--- config.mk ---
export PLATFORM = sky130hd
export DESIGN_NAME = ibha_port
export DESIGN_NICKNAME = d
export VERILOG_FILES = /design/src/rtl/ibha_pkg.sv /design/src/rtl/ibha_port.sv
export VERILOG_INCLUDE_DIRS = /design/src /design/src/rtl
export SDC_FILE = /design/constraint.sdc
export NUM_CORES = 1
export LEC_CHECK = 0
export BUFFER_PORTS_ARGS = -buffer_cell sky130_fd_sc_hd__buf_4
export CAP_MARGIN = 5
export CORE_ASPECT_RATIO = 0.6
export CORE_MARGIN = 10
export CORE_UTILIZATION = 36
export DETAILED_ROUTE_END_ITERATION = 16
export HOLD_SLACK_MARGIN = 0.1
export PLACE_DENSITY_LB_ADDON = 0.25
export SYNTH_ARGS = -nofsm -noshare
export SYNTH_HDL_FRONTEND = slang
export SYNTH_SLANG_ARGS = --single-unit
--- constraint.sdc ---
create_clock -name sys_clk -period 2.35 [get_ports sys_clk]
set_clock_uncertainty 0.2 [all_clocks]
set_input_delay 0.235 -clock sys_clk [delete_from_list [all_inputs] [get_ports sys_clk]]
set_output_delay 0.235 -clock sys_clk [all_outputs]
set_load 0.05 [all_outputs]
--- src/rtl/ibha_cfg.svh ---
`ifndef IBHA_CFG_SVH
`define IBHA_CFG_SVH
// ----------------------------------------
// Bus byte codes and timing.
// ----------------------------------------
`define IBHA_LISTEN_BASE 8'h20
`define IBHA_TALK_BASE 8'h40
`define IBHA_SECONDARY_BASE 8'h60
`define IBHA_GROUP_MASK 8'h60
`define IBHA_ADDR_MASK 8'h1f
`define IBHA_UNLISTEN 8'h3f
`define IBHA_UNTALK 8'h5f
`define IBHA_CMD_MASK 8'h7f
`define IBHA_CLK_PERIOD_PS 5000
`define IBHA_ATN_SETTLE_PS 100000
`define IBHA_ATN_SETTLE_CYC ((`IBHA_ATN_SETTLE_PS + `IBHA_CLK_PERIOD_PS - 1) / `IBHA_CLK_PERIOD_PS)
`endif

--- src/rtl/ibha_pkg.sv ---
package ibha_pkg;
  // ----------------------------------------
  // Bus line bundles, true-level (1 = asserted).
  // ----------------------------------------
  typedef struct packed {
    logic atn;
    logic ifc;
    logic ren;
    logic eoi;
    logic dav;
    logic nrfd;
    logic ndac;
  } ibha_ctl_s;
  typedef enum {
    IBHA_SRC_IDLE,
    IBHA_SRC_SETTLE,
    IBHA_SRC_WAIT_READY,
    IBHA_SRC_VALID,
    IBHA_SRC_RELEASE
  } ibha_src_e;
  typedef enum {
    IBHA_ACC_READY,
    IBHA_ACC_TAKE,
    IBHA_ACC_DONE
  } ibha_acc_e;
endpackage

--- src/rtl/ibha_port.sv ---
`timescale 1ns/1ps
`include "ibha_cfg.svh"
module ibha_port #(
  parameter int DATA_W = 8,
  parameter int SETTLE_CYC = `IBHA_ATN_SETTLE_CYC
) (
  input wire logic sys_clk,
  input wire logic reset,
  input wire logic [4:0] primary_addr,
  input wire logic [DATA_W-1:0] dio_n_in,
  input wire logic atn_n_in,
  input wire logic ifc_n_in,
  input wire logic ren_n_in,
  input wire logic eoi_n_in,
  input wire logic dav_n_in,
  input wire logic nrfd_n_in,
  input wire logic ndac_n_in,
  output logic [DATA_W-1:0] dio_n_out,
  output logic dio_oe,
  output logic eoi_n_out,
  output logic eoi_oe,
  output logic dav_n_out,
  output logic dav_oe,
  output logic nrfd_n_out,
  output logic nrfd_oe,
  output logic ndac_n_out,
  output logic ndac_oe,
  output logic srq_n_out,
  output logic srq_oe,
  input wire logic service_needed,
  input wire logic [DATA_W-1:0] tx_data,
  input wire logic tx_last,
  input wire logic tx_valid,
  output logic tx_ready,
  output logic [DATA_W-1:0] rx_data,
  output logic rx_end,
  output logic rx_valid,
  output logic talker,
  output logic listener,
  output logic remote
);
  // ----------------------------------------
  // Input synchronisers.
  // ----------------------------------------
  logic [DATA_W-1:0] dio_s1, dio_s2;
  ibha_pkg::ibha_ctl_s ctl_s1, ctl_s2, ctl_raw;
  assign ctl_raw = '{atn: ~atn_n_in, ifc: ~ifc_n_in, ren: ~ren_n_in, eoi: ~eoi_n_in,
                     dav: ~dav_n_in, nrfd: ~nrfd_n_in, ndac: ~ndac_n_in};
  always_ff @(posedge sys_clk)
  begin
    dio_s1 <= ~dio_n_in;
    dio_s2 <= dio_s1;
    ctl_s1 <= ctl_raw;
    ctl_s2 <= ctl_s1;
  end

  // ----------------------------------------
  // Addressing and mode state.
  // ----------------------------------------
  ibha_pkg::ibha_acc_e acc, next_acc;
  ibha_pkg::ibha_src_e src, next_src;
  logic next_talker, next_listener, next_remote;
  logic [DATA_W-1:0] next_rx_data;
  logic next_rx_end, next_rx_valid;
  logic [7:0] cmd;
  logic [4:0] own_addr;
  logic accept_now;
  assign own_addr = primary_addr & 5'(`IBHA_ADDR_MASK);
  assign cmd = dio_s2[7:0] & `IBHA_CMD_MASK;
  assign accept_now = (acc == ibha_pkg::IBHA_ACC_TAKE);
  always_comb
  begin
    next_talker = talker;
    next_listener = listener;
    next_remote = ctl_s2.ren;
    next_rx_data = rx_data;
    next_rx_end = rx_end;
    next_rx_valid = 1'b0;
    if (ctl_s2.ifc)
    begin
      next_talker = 1'b0;
      next_listener = 1'b0;
    end
    else if (accept_now && ctl_s2.atn)
    begin
      if (cmd == (`IBHA_LISTEN_BASE | {3'h0, own_addr}))
        next_listener = 1'b1;
      else if (cmd == `IBHA_UNLISTEN)
        next_listener = 1'b0;
      else if (cmd == (`IBHA_TALK_BASE | {3'h0, own_addr}))
        next_talker = 1'b1;
      else if (cmd == `IBHA_UNTALK || (cmd & `IBHA_GROUP_MASK) == `IBHA_TALK_BASE)
        next_talker = 1'b0;
      // Secondary bytes fall through untouched.
    end
    else if (accept_now && listener)
    begin
      next_rx_data = dio_s2;
      next_rx_end = ctl_s2.eoi;
      next_rx_valid = 1'b1;
    end
  end

  // ----------------------------------------
  // Acceptor handshake.
  // ----------------------------------------
  logic acc_active;
  logic next_nrfd, next_ndac;
  assign acc_active = (ctl_s2.atn || listener) && !ctl_s2.ifc;
  always_comb
  begin
    next_acc = acc;
    next_nrfd = 1'b0;
    next_ndac = 1'b0;
    case (acc)
      ibha_pkg::IBHA_ACC_READY:
      begin
        next_ndac = acc_active;
        if (acc_active && ctl_s2.dav)
          next_acc = ibha_pkg::IBHA_ACC_TAKE;
      end
      ibha_pkg::IBHA_ACC_TAKE:
      begin
        next_nrfd = 1'b1;
        next_ndac = 1'b1;
        next_acc = ibha_pkg::IBHA_ACC_DONE;
      end
      ibha_pkg::IBHA_ACC_DONE:
      begin
        next_nrfd = 1'b1;
        if (!ctl_s2.dav)
        begin
          next_nrfd = 1'b0;
          next_ndac = acc_active;
          next_acc = ibha_pkg::IBHA_ACC_READY;
        end
      end
      default: next_acc = ibha_pkg::IBHA_ACC_READY;
    endcase
    if (ctl_s2.ifc)
      next_acc = ibha_pkg::IBHA_ACC_READY;
  end

  // ----------------------------------------
  // Source handshake.
  // ----------------------------------------
  logic [$clog2(SETTLE_CYC+1)-1:0] settle_cnt, next_settle_cnt;
  logic [DATA_W-1:0] next_tx_byte;
  logic next_tx_eoi, next_dav, next_drive, next_tx_ready;
  logic src_ok;
  assign src_ok = talker && !ctl_s2.atn && !ctl_s2.ifc;
  always_comb
  begin
    next_src = src;
    next_settle_cnt = settle_cnt;
    next_tx_byte = dio_n_out;
    next_tx_eoi = !eoi_n_out;
    next_dav = 1'b0;
    next_drive = 1'b0;
    next_tx_ready = 1'b0;
    case (src)
      ibha_pkg::IBHA_SRC_IDLE:
      begin
        next_settle_cnt = '0;
        if (src_ok && tx_valid && !tx_ready)
        begin
          next_tx_ready = 1'b1;
          next_tx_byte = ~tx_data;
          next_tx_eoi = tx_last;
          next_drive = 1'b1;
          next_src = ibha_pkg::IBHA_SRC_SETTLE;
        end
      end
      ibha_pkg::IBHA_SRC_SETTLE:
      begin
        next_drive = 1'b1;
        next_settle_cnt = settle_cnt + 1'b1;
        if (settle_cnt >= SETTLE_CYC[$bits(settle_cnt)-1:0])
          next_src = ibha_pkg::IBHA_SRC_WAIT_READY;
      end
      ibha_pkg::IBHA_SRC_WAIT_READY:
      begin
        next_drive = 1'b1;
        if (!ctl_s2.nrfd && ctl_s2.ndac)
        begin
          next_dav = 1'b1;
          next_src = ibha_pkg::IBHA_SRC_VALID;
        end
      end
      ibha_pkg::IBHA_SRC_VALID:
      begin
        next_drive = 1'b1;
        next_dav = 1'b1;
        if (!ctl_s2.ndac)
        begin
          next_dav = 1'b0;
          next_drive = 1'b0;
          next_src = ibha_pkg::IBHA_SRC_RELEASE;
        end
      end
      ibha_pkg::IBHA_SRC_RELEASE:
      begin
        next_tx_eoi = 1'b0;
        if (ctl_s2.ndac || !talker)
          next_src = ibha_pkg::IBHA_SRC_IDLE;
      end
      default: next_src = ibha_pkg::IBHA_SRC_IDLE;
    endcase
    if (!src_ok)
    begin
      next_src = ibha_pkg::IBHA_SRC_IDLE;
      next_dav = 1'b0;
      next_drive = 1'b0;
      next_tx_eoi = 1'b0;
    end
  end

  // ----------------------------------------
  // Registers.
  // ----------------------------------------
  always_ff @(posedge sys_clk)
  begin
    if (reset)
    begin
      acc <= ibha_pkg::IBHA_ACC_READY;
      src <= ibha_pkg::IBHA_SRC_IDLE;
      talker <= 1'b0;
      listener <= 1'b0;
      remote <= 1'b0;
      rx_data <= '0;
      rx_end <= 1'b0;
      rx_valid <= 1'b0;
      settle_cnt <= '0;
      tx_ready <= 1'b0;
      dio_n_out <= '1;
      dio_oe <= 1'b0;
      eoi_n_out <= 1'b1;
      eoi_oe <= 1'b0;
      dav_n_out <= 1'b1;
      dav_oe <= 1'b0;
      nrfd_n_out <= 1'b1;
      nrfd_oe <= 1'b0;
      ndac_n_out <= 1'b1;
      ndac_oe <= 1'b0;
      srq_n_out <= 1'b1;
      srq_oe <= 1'b0;
    end
    else
    begin
      acc <= next_acc;
      src <= next_src;
      talker <= next_talker;
      listener <= next_listener;
      remote <= next_remote;
      rx_data <= next_rx_data;
      rx_end <= next_rx_end;
      rx_valid <= next_rx_valid;
      settle_cnt <= next_settle_cnt;
      tx_ready <= next_tx_ready;
      dio_n_out <= next_tx_byte;
      dio_oe <= next_drive;
      eoi_n_out <= !next_tx_eoi;
      eoi_oe <= next_tx_eoi;
      dav_n_out <= !next_dav;
      dav_oe <= next_dav;
      nrfd_n_out <= !next_nrfd;
      nrfd_oe <= next_nrfd;
      ndac_n_out <= !next_ndac;
      ndac_oe <= next_ndac;
      srq_n_out <= !service_needed;
      srq_oe <= service_needed;
    end
  end
endmodule

## Word-level counts from Yosys, hierarchy flattened

Cells that the tools add are included.

- Bitwise logic cells: 15
- Order comparisons: 1
- Mux-type cells: 28
- Shift-type cells: 0
- Divide/modulo/power cells: 0
- Equality and inequality tests: 19
- $add $sub $neg: 1
- Reductions and logical operators: 39
- Multiply operators: 0

Operators by type and width:

| cell | count |
|---|---|
| 2-to-1 mux 32 bit | 7 |
| case mux 32 bit (5 select lines) | 1 |
| == test 32 x 2 -> 1 bit, second input constant | 4 |
| case mux 32 bit (3 select lines) | 1 |
| == test 32 x 1 -> 1 bit, second input constant | 2 |
| logical NOT 32 bit | 2 |
| == test 32 x 3 -> 1 bit, second input constant | 1 |
| inverter 8 bit | 2 |
| != test 2 bit, second input constant | 7 |
| 2-to-1 mux 1 bit | 13 |
| inverter 1 bit | 13 |
| logical NOT 1 bit | 11 |
| case mux 5 bit (2 select lines) | 1 |
| logical AND 1 bit | 9 |
| OR reduction 2 bit | 4 |
| == test 7 x 6 -> 1 bit | 1 |
| == test 7 x 6 -> 1 bit, second input constant | 1 |
| == test 7 bit | 1 |
| == test 7 bit, second input constant | 1 |
| case mux 1 bit (2 select lines) | 3 |
| case mux 1 bit (3 select lines) | 2 |
| AND reduction 2 bit | 3 |
| nonzero test 2 bit | 3 |
| adder 5 x 1 -> 5 bit, second input constant | 1 |
| 7 further kinds | 9 |

- Memory bits (writable): 0
- Bits in registers: 132
- Input bits: 33
- Bits in latches: 0
- Memories: 0
- ROM bits: 0

## Logic depth before layout (Yosys ltp)

Gate-level depths: netlist (run 1).

- Depth in word-level cells: 9
- Gate-level depth with buffers: 6
- Depth with buffers taken out: 5

## Least setup slack after synthesis (run 1)

OpenSTA, ideal clock, no wires.

- Path type: reg-to-reg
- Start point: register talker
- End point: register src[0]
- Cell stages (with the launch flop): 4
- Buffers on the path: 0
- Required time: 2.080 ns
- Period minus slack after synthesis: 1.942 ns
- Arrival: 1.672 ns
- Slack: 0.408 ns
- Path through: dfxtp_1 -> or4b_4 -> a2111oi_4 -> o2bb2ai_1

- Longest elaborated chain between the ends: 6
- Elaborated cells on any way between the ends: 11
- Classes of those cells: eq/ne (2); bitwise (1); reduce/logical (8)

Ends and longest elaborated chain:

| what | RTL line | RTL |
|---|---|---|
| start: declaration | ibha_port.sv:38 | `output logic talker,` |
| start signal: assignment | ibha_port.sv:252 | `talker <= next_talker;` |
| logical AND 1 bit (2 in series) | ibha_port.sv:151 | `assign src_ok = talker && !ctl_s2.atn && !ctl_s2.ifc;` |
| logical AND 1 bit (2 in series) | ibha_port.sv:165 | `if (src_ok && tx_valid && !tx_ready)` |
| != test 2 bit (no line) | -- |  |
| AND reduction 5 bit (no line) | -- |  |
| end signal: assignment | ibha_port.sv:226 | `src <= ibha_pkg::IBHA_SRC_IDLE;` |
| end signal: assignment | ibha_port.sv:251 | `src <= next_src;` |
| end: declaration | ibha_port.sv:61 | `ibha_pkg::ibha_src_e src, next_src;` |

Several ways; a longest one is shown, not always the timed one.
A chain may end at the register's enable or synchronous reset.

## Final worst setup path (run 1)

- Start point: register acc[1]
- End point: register talker

- Longest elaborated chain between the ends: 3

Ends and longest elaborated chain:

| what | RTL line | RTL |
|---|---|---|
| start: declaration | ibha_port.sv:60 | `ibha_pkg::ibha_acc_e acc, next_acc;` |
| start signal: assignment | ibha_port.sv:225 | `acc <= ibha_pkg::IBHA_ACC_READY;` |
| start signal: assignment | ibha_port.sv:250 | `acc <= next_acc;` |
| == test 32 x 2 -> 1 bit | ibha_port.sv:70 | `assign accept_now = (acc == ibha_pkg::IBHA_ACC_TAKE);` |
| logical AND 1 bit | ibha_port.sv:84 | `else if (accept_now && ctl_s2.atn)` |
| AND reduction 4 bit (no line) | -- |  |

Every way passes these cells.

==> metrics, run 1 <==
status=completed; die footprint=approximately 11000 µm²; Max Transition Viols Final=0; Detailed Route Iter0 Violations=103; Final Power=0.00270 W; Worst-Margin Slew=0.704 ns; vias in the first global route=2201; slew margin rel.=52.4%; initial core utilization=a little over a third; P per Cell Area=717 nW/µm²; Sw Pwr=0.000597 W; synth top area cells=dfxtp_1, ha_1, inv_1; internal power=0.00211 W; Fin. Hold Viols=0; Layout area overhead=42.7%; post-synthesis sequential area ratio=a little under three fifths; Total Routed Length=6150 µm; max_cap viols=0; Final Setup Violations=0; Yosys top cell area share=55.3%; DR WL met3=624 µm; post-DP HPWL=roughly 4300 µm; # resized after CTS=0; clock power share=46.5%; RSZ-0062 raised after global routing=false; Reg clk slew, reported paths=0.06 ns; first-pass GRT wire length=10600 µm; DRC viols=0; fin crit share=85.0%; met2 wire length=approximately 2600 µm; Total Routing Usage GR=11.9%; Root Driver=clkbuf_16; # H-tree levels=3; clock latency reported for the late side of the worst-skew pair=between 0.3 and 0.4 ns; global route overflow=0; GP Congestion=0.772; height of the die=between 80 and 90 µm; num rows=24; yosys warns=0; Critical Path RT=2.43 ns; Logic pwr share=under 10%; share of power burned in registers=approximately 48%; CP Class=reg2reg; min Tclk post-route=around 2 ns; Static Leakage=approximately 1.6 nW; CTS buffer count=9; number of fill cells=653; core area=7210 µm²; largest net degree at the start of global routing=between 40 and 50; nets=401; clock tree sinks=73; ratio of cells with drive above 1 in the final layout=approximately a quarter; Multi-input gate area=between 1000 and 1500 µm²; total iterations of the first detailed-routing run=4; uppermost routed layer=met4; Synth cell types=40; antenna cells=0; via/cell ratio=4.69; critical path cell sequence=inv_1 -> ha_1 -> nand4b_1 -> o31ai_1 -> dlygate4sd3_1; top_reg_cell synth=dfxtp_1; fmax=0.501 GHz; crit path max fanout=7; CTS max path bufs=2; most area-hungry cell type in the Yosys netlist=dfxtp_1; Routed wire per std cell=13.5 µm; fin util=between 50% and 60%; TritonCTS clock tree=yes; io pins=66; syn avg cell area=9.93 µm²; Mapped Nets=307; Routed Antenna Nets=0; antenna violations before repair=0; port bufs=65; Synth async-reset ratio=0%; DRT met1 WL=approximately 2800 µm; final instance area=3770 µm²; Reg area=1460 µm²; Crit. End Element=flop; post-synthesis sequential element count=73; Syn Std Cell Area=2640 µm²; Mapped Cells=266; die width=131 µm; Critical-path top delay cell=dlygate4sd3_1; switch share=between 20% and 30%; VDD IR max=0.000422 V; worst path arrival time=about 2.1 ns; placed cell areas=3210 µm²; DR vias=about 2100; EDFF count, synth=0; crit path launch type=flop; Worst Hold Class=reg2reg; Total Neg Setup Slack=0 ns; maximum single-stage delay on the critical path=0.57 ns
==> cell families (layout without fill, tap and decap cells) <==
group | count (synthesis) | after routing | synth area share [%]
adder cells (fa/ha/maj) | 8 | 8 | 3.79
buffers and inverters | 38 | 137 | 5.78
AND/OR/NAND/NOR | 88 | 88 | 18.7
multiplexers | 8 | 8 | 3.03
AO/OA/AOI/OAI | 46 | 46 | 11.7
XOR/XNOR | 5 | 5 | 1.66
flip-flops | 73 | 73 | 55.3
==> layer usage <==
metal / track usage (%) / vias up
met5: 0 / -
met4: 4.52 / 0
met3: 7.38 / 11
met2: 16.7 / 59
met1: 14.3 / 984
li1: - / 1083
==> power by group through the flow <==
stage	registers (W)	logic [W]	clock network, W
after detailed placement	0.00132	0.000120	0
after floorplan	0.00133	0.0000501	0
after global placement	0.00132	0.000119	0
after global routing	0.00129	0.000171	0.00136
final	0.00129	0.000157	0.00126
after CTS	0.00129	0.000156	0.00130
==> stage by stage <==
stage | setup slack [ns] | std cells | hold slack [ns]
detailed placement | 0.521 | 412 | 0.113
global route | 0.218 | 456 | 0.135
floorplan | 0.408 | 266 | 0.0915
finish | 0.352 | 456 | 0.123
CTS | 0.348 | 456 | 0.111
global placement | 0.571 | 412 | 0.112
==> layout by cell type (no fill, tap or decap), types with 2 or more instances in the layout <==
master	count
dfxtp_1	73
buf_4	67
dlygate4sd3_1	28
inv_1	26
nand2_1	24
a21oi_1	17
nor2_1	16
nor2b_1	12
clkbuf_16	9
mux2i_1	8
o21ai_0	8
ha_1	8
xnor2_1	5
a31oi_1	5
o31ai_1	4
nand4_1	4
o211ai_1	4
nor3_1	3
nor4b_1	3
nand3_1	3
nand2b_1	3
and3_1	3
nand4bb_1	2
or3_1	2
or2_2	2
o21a_1	2
and3b_1	2
nor3b_1	2
nand4b_1	2
clkinv_2	2
clkinvlp_4	2
==> worst max-delay path, delay by kind of cell, from the launching register on <==
family	cells	cell delay (ns)
and+or+nand+nor	1	0.15
buffers and inverters	2	0.70
DFF	1	0.34
adders and majority gates	1	0.31
AOI/OAI and AO/OA	1	0.24
==> cell usage after synthesis, drive strengths merged, types with 3 or more instances <==
| cell type | n |
|---|---|
| clkbuf | 5 |
| dfxtp | 73 |
| a31oi | 5 |
| buf | 7 |
| a21oi | 17 |
| nand2 | 24 |
| inv | 26 |
| o21ai | 8 |
| xnor2 | 5 |
| nand2b | 3 |
| nor3 | 3 |
| and3 | 3 |
| ha | 8 |
| o31ai | 4 |
| nor2b | 12 |
| nor2 | 16 |
| nand4 | 4 |
| nor4b | 3 |
| o211ai | 4 |
| nor3b | 3 |
| nand3 | 3 |
| mux2i | 8 |
==> final timing paths <==
path / start / endpoint / slack [ns] / depth (start not counted)
max: acc[1]$_SDFFE_PP0P_ / talker$_SDFFE_PP0P_ / 0.35 / 5
min reg2reg: dio_s1[5]$_DFF_P_ / dio_s2[5]$_DFF_P_ / 0.12 / 0
min: dio_s1[5]$_DFF_P_ / dio_s2[5]$_DFF_P_ / 0.12 / 0
max reg2reg: acc[1]$_SDFFE_PP0P_ / talker$_SDFFE_PP0P_ / 0.35 / 5
==> timing repair <==
action,in CTS,in global routing
buffers inserted,0,0
hold buffers,28,0
endpoints found under the setup margin,0,0
hold endpoints to repair,27,0
==> registers in the layout (all words and copies together), names as in the netlist, 2 cells and up <==
name	cells
acc	2
ctl_s1	7
ctl_s2	6
dio_n_out	8
dio_s1	8
dio_s2	8
rx_data	8
settle_cnt	5
src	3
==> final cells by class <==
cell class	count	share of cell area [%]
timing repair buffer	95	20.8
inverter	26	2.59
clock inverter	6	1.13
sequential	73	38.8
tap	91	3.02
multi-input combinational	155	27.4
clock buffer	10	6.34
No activity file was read; power rests on OpenSTA's default activity.
==> run 2, diff against run 1 <==
--- a/config.mk
+++ b/config.mk
@@ -9,7 +9,6 @@
 export BUFFER_PORTS_ARGS = -buffer_cell sky130_fd_sc_hd__buf_4
 export CAP_MARGIN = 5
 export CORE_ASPECT_RATIO = 0.6
-export CORE_MARGIN = 10
 export CORE_UTILIZATION = 36
 export DETAILED_ROUTE_END_ITERATION = 16
 export HOLD_SLACK_MARGIN = 0.1
==> run 2 against run 1 <==
Fmax shrank 2.1%. Count of clock-buffer cells in the layout stayed put. Cell count down 0.88%. Worst hold slack worse by 0.0020 ns. Global-route usage is 3.1 points higher. Critical endpoint unchanged. Largest cell class unchanged.
==> metrics, run 2 (same netlist as run 1, synthesis figures left out) <==
status=completed (unchanged); antenna violations before repair=0 (unchanged); ratio of cells with drive above 1 in the final layout=24.9% (unchanged); height of the die=68.4 µm (was 86.4 µm); fin crit share=86.8% (was 85.0%); Worst R2R Start=acc[1]$_SDFFE_PP0P_ (unchanged); RR Endpoint=talker$_SDFFE_PP0P_ (unchanged); Routed Antenna Nets=0 (unchanged); Worst Hold Depth=2 (was 0); Max Transition Viols Final=0 (unchanged); Routed wire per std cell=12.2 µm (was 13.5 µm); CTS max path bufs=2 (unchanged); Detailed Route Iter0 Violations=123 (was 103); Worst R2R Setup Slack=0.31 ns (was 0.35 ns); placed cell areas=3200 µm² (was 3210 µm²); most frequent cells in the layout=dfxtp_1, buf_4, dlygate4sd3_1 (unchanged); fmax=0.490 GHz (was 0.501 GHz); CTS buffer count=9 (unchanged); final instance area=3770 µm² (about the same); Worst Hold Class=in2reg (was reg2reg); critical path cell sequence=inv_1 -> ha_1 -> nand4b_1 -> o31ai_1 -> dlygate4sd3_1 (unchanged); VDD IR max=0.000412 V (was 0.000422 V); crit path max fanout=7 (unchanged); total iterations of the first detailed-routing run=4 (unchanged); Root Driver=clkbuf_16 (unchanged); DRC viols=0 (unchanged); io pins=66 (unchanged); final non-filler cell total=452 (was 456); placed cells=408 (was 412); nets=401 (unchanged); maximum single-stage delay on the critical path=0.56 ns (was 0.57 ns); core area=6880 µm² (was 7210 µm²); crit path launch type=flop (unchanged); clock tree sinks=73 (unchanged); min Tclk post-route=2.04 ns (was 2.00 ns); Total Routed Length=5500 µm (was 6150 µm); WHS Endpoint=remote$_SDFF_PP0_ (was dio_s2[5]$_DFF_P_); TritonCTS clock tree=yes (unchanged); P per Cell Area=721 nW/µm² (was 717 nW/µm²); post-CTS setup buffer count=0 (unchanged); Worst-Margin Slew=0.508 ns (was 0.704 ns); antenna cells=0 (unchanged); RSZ-0062 raised after global routing=false (unchanged); max_cap viols=0 (unchanged); Critical-path top delay cell=dlygate4sd3_1 (unchanged); Crit. End Element=flop (unchanged); Layout area overhead=42.8% (was 42.7%); Fin. Hold Viols=0 (unchanged); port bufs=65 (unchanged); CP Class=reg2reg (unchanged); vias in the first global route=1854 (was 2201); Final Setup Violations=0 (unchanged); largest net degree at the start of global routing=41 (unchanged); die footprint=7690 µm² (was 11300 µm²); Static Leakage=1.56 nW (about the same); Reg clk slew, reported paths=0.06 ns (about the same); post-DP HPWL=3700 µm (was 4330 µm); global route overflow=0 (unchanged); via/cell ratio=4.61 (was 4.69); R2R depth=5 (unchanged); # H-tree levels=3 (unchanged); Total Routing Usage GR=15.0% (was 11.9%); Critical Path RT=2.42 ns (was 2.43 ns); Total Neg Setup Slack=0 ns (unchanged); clock latency reported for the late side of the worst-skew pair=0.33 ns (about the same); fin util=54.8% (was 52.3%); worst path arrival time=2.11 ns (was 2.08 ns); slew margin rel.=66.1% (was 52.4%); final hold slack=0.121 ns (was 0.123 ns); DR vias=2082 (was 2137); GP Congestion=0.759 (was 0.772); hold path start=reset (was dio_s1[5]$_DFF_P_); initial core utilization=38.4% (was 36.6%); num rows=23 (was 24); most common cell after layout, fill and taps aside=dfxtp_1 (unchanged); die width=113 µm (was 131 µm); first-pass GRT wire length=8750 µm (was 10600 µm)
-- run 2: cell types whose count changed in the layout (fill, tap and decap cells not counted), sizes merged --
cell,change
clkinv,-2
clkinvlp,+1
inv,+1
-- run 2: metal layers --
metal / GRT usage, % / part of all wire, % / up-vias / wire (µm)
met4: 7.50 / 1.5 / 0 / 84
met3: 4.87 / 4.2 / 10 / 229
met2: 22.8 / 46 / 45 / 2510
met1: 19.3 / 49 / 944 / 2670
met5: 0 / 0 / - / 0
li1: - / - / 1083 / -
-- run 2: report_power, final --
part	total, W	switching (W)	internal, W
Clock	0.00127	0.000523	0.000751
Sequential	0.00129	0.0000188	0.00127
Combinational	0.000155	0.0000630	0.0000919
-- run 2: worst max path at each step --
stage                             start                       to  depth (start not counted)
detailed placement  acc[1]$_SDFFE_PP0P_  rx_data[4]$_SDFFE_PP0P_                          5
CTS                 acc[1]$_SDFFE_PP0P_      talker$_SDFFE_PP0P_                          5
finish              acc[1]$_SDFFE_PP0P_      talker$_SDFFE_PP0P_                          5
global route        acc[1]$_SDFFE_PP0P_      talker$_SDFFE_PP0P_                          5
floorplan           talker$_SDFFE_PP0P_      src[0]$_SDFFE_PP0P_                          3
global placement    acc[1]$_SDFFE_PP0P_  rx_data[6]$_SDFFE_PP0P_                          5
-- run 2: per-stage QoR --
stage                     setup slack (ns)  total power (W)
final                                0.310          0.00272
after global routing                 0.209          0.00282
after CTS                            0.327          0.00275
after detailed placement             0.521          0.00144
after global placement               0.554          0.00143
after floorplan                      0.408          0.00138
-- run 2: area by class of cell --
type	instances	area [µm²]
Inverter	26	97.6
Fill cell	600	3110
Sequential cell	73	1460
Multi-Input combinational cell	155	1030
Tap cell	87	109
Clock inverter	6	48.8
Clock buffer	10	239
Timing Repair Buffer	95	783
-- run 2: timing repair --
item / 4_1_cts / 5_1_grt
gates resized for setup: 0 / 0
endpoints found under the setup margin: 0 / 0
endpoints found under the hold margin: 27 / 0
hold buffers: 28 / 0
-- run 2: critical path, delay by kind of cell (launching register included) --
kind / cells / cell delay (ns)
buffers and inverters: 2 / 0.70
flip-flops: 1 / 0.36
adder cells (fa/ha/maj): 1 / 0.32
AO/OA/AOI/OAI: 1 / 0.24
AND/OR/NAND/NOR: 1 / 0.16
